File: src/logic/bccr_pkg.sv
package bccr_pkg;
  localparam logic [7:0] BCCR_OFS_VOLTAGE = 8'h20;
  localparam logic [7:0] BCCR_OFS_MODE = 8'h21;
  localparam logic [7:0] BCCR_OFS_RESERVED = 8'h22;
  localparam logic [7:0] BCCR_OFS_ENABLE = 8'h23;
  localparam int BCCR_POS_RANGE = 6;
  localparam int BCCR_POS_MODE = 0;
  localparam int BCCR_POS_ON = 0;
  localparam int BCCR_POS_OK = 1;
  localparam int BCCR_POS_EXACT = 2;
  localparam logic [5:0] BCCR_RST_CODE = 6'h00;
  localparam logic BCCR_RST_RANGE = 1'b1;
  localparam logic BCCR_RST_MODE = 1'b0;
  localparam logic BCCR_RST_ON = 1'b0;
  localparam logic BCCR_RST_EXACT = 1'b0;
  // low range groups 00 and codes 01_0000/01_0001 are not available
  localparam logic [1:0] BCCR_LOW_NA_GROUP = 2'h0;
  localparam logic [5:0] BCCR_LOW_NA_LAST = 6'h11;
  // output voltage in millivolts
  localparam logic [12:0] BCCR_HIGH_BASE_MV = 13'h04E2;
  localparam logic [12:0] BCCR_HIGH_STEP_MV = 13'h0032;
endpackage : bccr_pkg

File: src/logic/bccr_vlookup.sv
`timescale 1ns/1ps
module bccr_vlookup
  import bccr_pkg::*;
(
  input wire logic range_in,
  input wire logic [5:0] code_in,
  output logic [12:0] mv_out,
  output logic valid_out
);
  logic [12:0] low_mv [0:63];
  assign low_mv = '{
    13'h0000, 13'h0000, 13'h0000, 13'h0000, 13'h0000, 13'h0000, 13'h0000, 13'h0000,
    13'h0000, 13'h0000, 13'h0000, 13'h0000, 13'h0000, 13'h0000, 13'h0000, 13'h0000,
    13'h0000, 13'h0000, 13'h044C, 13'h0465, 13'h047E, 13'h0497, 13'h04B0, 13'h04C9,
    13'h04E7, 13'h0500, 13'h0519, 13'h0532, 13'h054B, 13'h0564, 13'h057D, 13'h0596,
    13'h05AF, 13'h05C8, 13'h05E1, 13'h05FA, 13'h0613, 13'h0631, 13'h064A, 13'h0663,
    13'h067C, 13'h0695, 13'h06AE, 13'h06C7, 13'h06E0, 13'h06F9, 13'h0712, 13'h072B,
    13'h0744, 13'h0762, 13'h077B, 13'h0794, 13'h07AD, 13'h07C6, 13'h07DF, 13'h07F8,
    13'h0811, 13'h082A, 13'h0843, 13'h085C, 13'h0875, 13'h088E, 13'h0898, 13'h08C5
  };
  logic [12:0] high_mv;
  always_comb begin
    high_mv = BCCR_HIGH_BASE_MV + 13'(BCCR_HIGH_STEP_MV * 13'(code_in));
    if (range_in) begin
      mv_out = high_mv;
      valid_out = 1'b1;
    end else begin
      mv_out = low_mv[code_in];
      valid_out = !(code_in[5:4] == BCCR_LOW_NA_GROUP || code_in <= BCCR_LOW_NA_LAST);
    end
  end
endmodule : bccr_vlookup

File: src/logic/bccr_regs.sv
`timescale 1ns/1ps
// How it works
// - four byte locations 20h to 23h hold code/range, mode, a read-only byte and enable/status.
// - the 6-bit code with the range bit picks the output: a 64-entry table in range 0, base plus step in range 1, N/A flagged.
// - range 0 is the low range from 1.1V, with group 00 and codes 01_0000/01_0001 unavailable.
// - range 1 starts at 1.25V for code 0 and adds 50 mV per code up to 4.400 V.
// - bit 7 of 20h, bits 7:1 of 21h, all of 22h and bits 7:3 of 23h are read-only, read as 0.
// - 21h bit 0 picks auto or forced PWM, 23h bit 0 enables, 23h bit 1 shows power good.
// - the converter runs only with its enable bit set and master enable low or power hold high.
module bccr_regs
  import bccr_pkg::*;
(
  input wire logic clk_in,
  input wire logic rst_in,
  input wire logic wr_en_in,
  input wire logic rd_en_in,
  input wire logic [7:0] addr_in,
  input wire logic [7:0] wdata_in,
  output logic [7:0] rdata_out,
  output logic rvalid_out,
  input wire logic master_enable_n_in,
  input wire logic power_hold_in,
  input wire logic power_good_in,
  output logic run_out,
  output logic forced_pwm_out,
  output logic range_out,
  output logic [5:0] voltage_code_out,
  output logic [12:0] target_mv_out,
  output logic code_valid_out
);
  // host-written state
  logic [5:0] voltage_code;
  logic range_select;
  logic mode;
  logic on;
  logic exact;
  logic [5:0] next_voltage_code;
  logic next_range_select;
  logic next_mode;
  logic next_on;
  logic next_exact;

  // read port state
  logic [7:0] rdata;
  logic rvalid;
  logic [7:0] next_rdata;
  logic next_rvalid;

  // converter run gate
  logic run;
  logic next_run;

  // registered lookup result
  logic [12:0] target_mv;
  logic code_valid;
  logic [12:0] next_target_mv;
  logic next_code_valid;

  // decode and readback wires
  logic hit_voltage;
  logic hit_mode;
  logic hit_reserved;
  logic hit_enable;
  logic [7:0] byte_voltage;
  logic [7:0] byte_mode;
  logic [7:0] byte_enable;
  logic [12:0] lut_mv;
  logic lut_valid;

  // table lookup stays combinational; its result is registered below
  bccr_vlookup u_lookup (
    .range_in(range_select),
    .code_in(voltage_code),
    .mv_out(lut_mv),
    .valid_out(lut_valid)
  );

  // one address decode shared by the write and read paths
  // the reserved byte is decoded only so that its reads are explicit
  always_comb begin
    hit_voltage = (addr_in == BCCR_OFS_VOLTAGE);
    hit_mode = (addr_in == BCCR_OFS_MODE);
    hit_reserved = (addr_in == BCCR_OFS_RESERVED);
    hit_enable = (addr_in == BCCR_OFS_ENABLE);
  end

  // readback bytes; read-only bits return 0 so software sees a fixed value
  // power good shows only while the converter is allowed to run
  always_comb begin
    byte_voltage = 8'h00;
    byte_mode = 8'h00;
    byte_enable = 8'h00;
    byte_voltage[5:0] = voltage_code;
    byte_voltage[BCCR_POS_RANGE] = range_select;
    byte_mode[BCCR_POS_MODE] = mode;
    byte_enable[BCCR_POS_ON] = on;
    byte_enable[BCCR_POS_OK] = power_good_in && run;
    byte_enable[BCCR_POS_EXACT] = exact;
  end

  // write path: only the writable bits of the three mapped bytes take data
  always_comb begin
    next_voltage_code = voltage_code;
    next_range_select = range_select;
    next_mode = mode;
    next_on = on;
    next_exact = exact;
    if (wr_en_in) begin
      if (hit_voltage) begin
        next_voltage_code = wdata_in[5:0];
        next_range_select = wdata_in[BCCR_POS_RANGE];
      end
      if (hit_mode) begin
        next_mode = wdata_in[BCCR_POS_MODE];
      end
      if (hit_enable) begin
        next_on = wdata_in[BCCR_POS_ON];
        // stored as written; keeping it at its default is the host's duty
        next_exact = wdata_in[BCCR_POS_EXACT];
      end
      // reserved byte, read-only bits and unmapped addresses fall through
    end
  end

  // an unavailable code still loads; only code_valid_out warns the host
  // reset picks range 1 so that code 0 selects a valid output
  always_ff @(posedge clk_in) begin
    if (rst_in) begin
      voltage_code <= BCCR_RST_CODE;
      range_select <= BCCR_RST_RANGE;
      mode <= BCCR_RST_MODE;
      on <= BCCR_RST_ON;
      exact <= BCCR_RST_EXACT;
    end else begin
      voltage_code <= next_voltage_code;
      range_select <= next_range_select;
      mode <= next_mode;
      on <= next_on;
      exact <= next_exact;
    end
  end

  // read path: data stands until the next read, valid pulses one cycle
  // a read in the same cycle as a write to that byte returns the old value
  always_comb begin
    next_rdata = rdata;
    next_rvalid = 1'b0;
    if (rd_en_in) begin
      next_rvalid = 1'b1;
      if (hit_voltage) begin
        next_rdata = byte_voltage;
      end else if (hit_mode) begin
        next_rdata = byte_mode;
      end else if (hit_enable) begin
        next_rdata = byte_enable;
      end else if (hit_reserved) begin
        next_rdata = 8'h00;
      end else begin
        // unmapped reads still answer, with zero data
        next_rdata = 8'h00;
      end
    end
  end

  // rdata is cleared by reset and by reads of 22h or unmapped addresses; rvalid marks a fresh answer
  always_ff @(posedge clk_in) begin
    if (rst_in) begin
      rdata <= 8'h00;
      rvalid <= 1'b0;
    end else begin
      rdata <= next_rdata;
      rvalid <= next_rvalid;
    end
  end

  // run gate: pins are taken as synchronous, so no glitch filter here
  // clearing the enable bit stops the converter whatever the pins say
  always_comb begin
    next_run = 1'b0;
    if (on) begin
      // either pin condition alone keeps the converter running
      next_run = !master_enable_n_in || power_hold_in;
    end
  end

  always_ff @(posedge clk_in) begin
    if (rst_in) begin
      run <= 1'b0;
    end else begin
      run <= next_run;
    end
  end

  // lookup result lags the code by one register stage
  // the mV value is a nominal target, not a measurement
  always_comb begin
    next_target_mv = lut_mv;
    next_code_valid = lut_valid;
  end

  always_ff @(posedge clk_in) begin
    if (rst_in) begin
      target_mv <= 13'h0000;
      code_valid <= 1'b0;
    end else begin
      target_mv <= next_target_mv;
      code_valid <= next_code_valid;
    end
  end

  // every output comes straight from a register
  assign rdata_out = rdata;
  assign rvalid_out = rvalid;
  assign run_out = run;
  assign forced_pwm_out = mode;
  assign range_out = range_select;
  assign voltage_code_out = voltage_code;
  assign target_mv_out = target_mv;
  assign code_valid_out = code_valid;
endmodule : bccr_regs

File: config.mk
export PLATFORM = sky130hd
export DESIGN_NAME = bccr_regs
export DESIGN_NICKNAME = d
export VERILOG_FILES = /design/src/logic/bccr_pkg.sv /design/src/logic/bccr_vlookup.sv /design/src/logic/bccr_regs.sv
export SDC_FILE = /design/constraint.sdc
export NUM_CORES = 1
export LEC_CHECK = 0
export ABC_AREA = 0
export BUFFER_PORTS_ARGS = -buffer_cell sky130_fd_sc_hd__buf_2
export CAP_MARGIN = 20
export CORE_AREA = 2 2 76 78
export DETAILED_ROUTE_END_ITERATION = 12
export DIE_AREA = 0 0 78 80
export PLACE_DENSITY_LB_ADDON = 0.08
export SLEW_MARGIN = 0
export SYNTH_ARGS = -nofsm -noshare
export SYNTH_HDL_FRONTEND = slang
export SYNTH_SLANG_ARGS = --single-unit
File: constraint.sdc
create_clock -name clk_in -period 11.1 [get_ports clk_in]
set_clock_uncertainty 0.1 [all_clocks]
set_input_delay 2.775 -clock clk_in [delete_from_list [all_inputs] [get_ports clk_in]]
set_output_delay 2.775 -clock clk_in [all_outputs]
set_load 0.1 [all_outputs]
# ---- After elaboration in Yosys (flattened, before gate mapping)
# Memory sizes are Yosys's and may differ from the RTL's.
# Index checks and enable logic that the tools add are counted.
dict set report totals {
  register_bits 34
  mem_bits_ro 832
  in_bits 23
  wordCells 38
  n_memories 1
}
# name words width rd rd_ports_with_merged_regs wr line_no
set mem_list {}
lappend mem_list {{(no name shown)} 64 13 1 0 0 bccr_vlookup.sv:28} ;# mv_out = low_mv[code_in];
dict set report op_classes {
  n_addsub 1
  mul 1
  n_lt_le_gt_ge 2
  n_eq_ne 3
  muxes 8
  n_bitwise 2
  reduce_logical 10
}
# cell n
set op_table {}
lappend op_table {{$mux 13} 3}
lappend op_table {{$eq 8x6->1 const B} 3}
lappend op_table {{$add 11x12->13 const A} 1}
lappend op_table {{$mul 5x6->11 const A} 1}
lappend op_table {{$ge 7x7->1 const B} 1}
lappend op_table {{$mux 7} 1}
lappend op_table {{$not 6->7} 1}
lappend op_table {{$le 6x5->1 const B} 1}
lappend op_table {{$mux 3} 2}
lappend op_table {{$reduce_and 2->1} 3}
lappend op_table {{$logic_not 1->1} 2}
lappend op_table {{$logic_not 2->1} 1}
lappend op_table {{$logic_or 1x1->1} 2}
lappend op_table {{$mux 1} 2}
lappend op_table {{$reduce_or 2->1} 1}
lappend op_table {{$logic_and 1x1->1} 1}
lappend op_table {{$not 1->1} 1}

# ---- Depth between registers and ports, before layout
dict set report depth {
  depth_word 5
  ltp_mapped 11
  depth_no_buf 10
}

# ---- By module
# From an unflattened synthesis, not the netlist that was laid out.
dict set report hier_totals {
  hier_cells 337
  hier_area_um2 2875.3
}
# module n_inst cells_each area_per_inst_um2
set by_module_without_submodules {}
lappend by_module_without_submodules {bccr_vlookup 1 219 1636.6}
lappend by_module_without_submodules {bccr_regs 1 118 1238.7}

# ---- Worst setup path after synthesis
# Ideal clock, no wire load.
dict set report synth_path {
  path_kind {register -> register}
  startpoint {register voltage_code[2] (netlist: voltage_code_out[2])}
  endpoint {register target_mv[11] (netlist: target_mv_out[11])}
  t_arrival_ps 4172
  t_required_ps 10938
  path_slack_ps 6766
  stages_incl_launch_ff 12
  path_buffers 1
  cell_sequence {dfxtp_1 > buf_6 > clkinv_1 > ha_1 > ha_1 > ha_1 > fa_1 > a311oi_1 > nor2b_1 > nor4_1 > or4_1 > nand3_1}
}
dict set report synth_via {
  elab_chain_cells 5
}
# element line_no
set synth_lines {}
lappend synth_lines {{from (decl)} bccr_regs.sv:32} ;# logic [5:0] voltage_code;
lappend synth_lines {{from (signal assigned)} bccr_regs.sv:135} ;# voltage_code <= next_voltage_code;
lappend synth_lines {{branches (longest 4 deep; another with $add 11x12->13)} --}
lappend synth_lines {{$mux 13 *} bccr_vlookup.sv:24} ;# if (range_in) begin
lappend synth_lines {{to (signal assigned)} bccr_regs.sv:206} ;# target_mv <= next_target_mv;
lappend synth_lines {{to (decl)} bccr_regs.sv:54} ;# logic [12:0] target_mv;
# Every way passes the cells marked *. The select of a mux whose other input is x is not followed.
# A chain may end at the register's enable or synchronous reset.

# ---- Worst setup path in the final report
dict set report layout_path {
  startpoint {register range_select (netlist: range_out)}
  endpoint {output range_out}
}
# element line_no
set layout_lines {}
lappend layout_lines {{from (decl)} bccr_regs.sv:33} ;# logic range_select;
lappend layout_lines {{from (signal assigned)} bccr_regs.sv:136} ;# range_select <= next_range_select;
lappend layout_lines {{to (decl)} bccr_regs.sv:26} ;# output logic range_out,
# No word-level cell between the ends.

==> metrics.txt <==
status complete, no violations; Routed met3 length 421 um; crit-path max FO 22; hold-fix buffer count after cts 0; fin. max-slew vios 0; area delta synth->final 13.0%; Primary FF master, synth dfxtp_1; worst-skew pair later-pin latency 0.28 ns; main area contributors after synthesis dfxtp_1, ha_1, mux2i_1, nor2_1, o21ai_0; CTS resizes 0; Hold Crit Class reg2reg; Min-Delay Path Depth 2; clock-pin slew on the worst setup and hold paths 0.07 ns; # diodes 0; Seq pwr share 0.461; Post-synth top cells ha_1, nor2_1, dfxtp_1, o21ai_0, mux2i_1; HP Start rdata_out[0]; Critical path buffers and inverters 1; CP Launch Type flop; Synthesized Nets 397; share of cells above drive strength 1 0.220; Die Wd 78 um; HPWL after DPL 5020 um; Async SR Flop Fraction 0; vias in the first global route 2469; Cell Chain, Critical Path buf_2; vias per cell 5.77; CP top delay family flip-flops; Rows 27; Ys Warns 0; Post-CTS Repair Setup Buffers 0; critical path's largest stage delay 0.83 ns; CTS root buffer clkbuf_8; switching pwr 0.0000619 W; worst r2r src voltage_code_out[1]; GPL Wtd Cong 0.881; Fill cells 522; Final Critical Period 4.54 ns; CP endpoint kind primary output; Yosys top cell by area dfxtp_1; Final #Nets 439; Vias 2597; share of the synthesized area in the top cell type 0.230; hold endpoint rdata_out[0]; Initial Util 0.532; EDFF count, synth 0; register area share after synthesis 0.230; Worst EP required 8.23 ns; syn avg cell area 8.59 um^2; FMAX 0.220 GHz; Die ar. 6240 um^2; power share of the clock group 0.441; final hold violation count 0; Remaining DRCs 0; final setup fails 0; Unique masters post-synth 64; Tcrit/Tclk final 0.409; DRT iter0 DRCs 179; top-count cell post-synth ha_1; WS Path Type reg2out; Num CTS Buffers 5; Reg-to-Reg End target_mv_out[11]; num ports 55; initial antenna violation count 0; Worst slew margin 0.476; Total GRT Usage 0.233; CP Launch Point range_out; Seq cells post-synth 33; 1st-pass router iterations 4; final wirelength 7030 um; LEAKAGE 1.54 nW; post-synthesis cell count 335; CTS tree yes; WL met1 3200 um; DRT antenna net count 0; Int Power 0.000199 W; met2 WL post-DR 3330 um; first-pass GRT wire length 11700 um; die height 80 um; # clock sinks 33; core area 5410 um^2; Fin Setup TNS 0 ns; Slowest-stage cell, CP dfxtp_1; RSZ-0062 raised after global routing false; critical path depth in cells 1; DR WL/cell 15.6 um; Max H-tree Level 2; largest net degree at the start of global routing 36; Logic pwr share 0.098; Max clock buf depth 2; IO Port Bufs 52; max-cap viol count 0; Worst R2R Setup Slack 6.93 ns; hold_ws 0.364 ns; worst endpoint data arrival time 1.67 ns; switch share 0.237; Max VDD drop 0.106 mV; FF-to-FF path depth 10; Max Used Layer met4; Mapped Area 2880 um^2; total gr overflow 0; Pwr Density 80.2 nW/um^2; Worst-Margin Slew 0.784 ns
==> registers in the layout, indices dropped and copies added, names as in the netlist <==
signal            flops
exact                 1
rvalid_out            1
code_valid_out        1
rdata_out             7
on                    1
target_mv_out        13
range_out             1
voltage_code_out      6
forced_pwm_out        1
run_out               1
==> cell type report <==
class | count | area, um^2 | area share
clock buffers | 7 | 86.3 | 0.0265
clock inverters | 1 | 30.0 | 0.00923
inverters | 14 | 52.6 | 0.0162
multi-input cells | 267 | 2040 | 0.628
flip-flops and latches | 33 | 661 | 0.203
well taps | 72 | 90.1 | 0.0277
repair buffers | 56 | 290 | 0.0892
==> power by group through the flow <==
stage	Combinational (W)	Clock [W]	Sequential (W)
after floorplan	0.00000789	0	0.000134
after global placement	0.0000256	0	0.000123
after detailed placement	0.0000257	0	0.000123
after CTS	0.0000258	0.000117	0.000120
after global routing	0.0000271	0.000120	0.000120
final	0.0000257	0.000115	0.000120
==> worst max-delay path by stage <==
stage | endpoint | slack, ns
6_report | range_out | 6.56
5_1_grt | range_out | 6.49
4_1_cts | range_out | 6.56
3_5_place_dp | range_out | 6.62
3_3_place_gp | range_out | 6.63
2_1_floorplan | target_mv_out[11] | 6.77
==> per-layer routing <==
| layer | global-route usage | up-vias |
|---|---|---|
| met5 | 0 | - |
| met4 | 0.0509 | 0 |
| met3 | 0.0339 | 7 |
| met2 | 0.394 | 82 |
| met1 | 0.315 | 1200 |
| li1 | - | 1308 |
==> worst register-to-register path: stages (launching register included) <==
cell	delay [ns]
dfxtp_1	0.75
inv_1	0.31
ha_1	0.59
ha_1	0.31
ha_1	0.22
fa_1	0.51
a311oi_1	0.41
nor2b_1	0.25
nor4_1	0.08
or4_1	0.48
nand3_1	0.10
==> through the flow <==
step | cell area (um^2) | utilization | total power, W | cells | setup slack [ns]
after floorplan | 2880 | - | 0.000142 | 335 | 6.77
after global placement | 3140 | 0.580 | 0.000149 | 442 | 6.63
after detailed placement | 3140 | 0.580 | 0.000149 | 442 | 6.62
after CTS | 3250 | 0.602 | 0.000263 | 450 | 6.56
after global routing | 3250 | 0.602 | 0.000268 | 450 | 6.49
final | 3250 | 0.602 | 0.000261 | 450 | 6.56
==> cell usage in the layout (no fill, tap or decap), types with 3 or more instances in the layout <==
cell type  count
a31oi_1        6
a21oi_1       16
and2_1         3
inv_1         13
buf_4          4
xnor2_1        3
ha_1          38
a211oi_1       4
dfxtp_1       33
nor3_1         6
clkbuf_8       6
mux2_2         4
mux2i_1       18
nand2b_1       9
xor2_1         6
o22ai_1        4
nand2_1       14
nor2b_1       10
o21ai_0       20
o211ai_1      10
nor2_1        36
mux4_2         3
nand3_1       11
buf_2         52
==> cells by family (layout without fill, tap and decap cells) <==
group,after synthesis,in the layout,share of synthesized area
flops,33,33,0.230
compound gates,86,86,0.203
other cells,1,1,0.00130
simple gates,107,107,0.204
mux,25,25,0.102
fa+ha+maj,39,39,0.172
xor+xnor,9,9,0.0274
buf+inv,35,78,0.0604
Note: power is estimated with default switching activity, not from simulation.
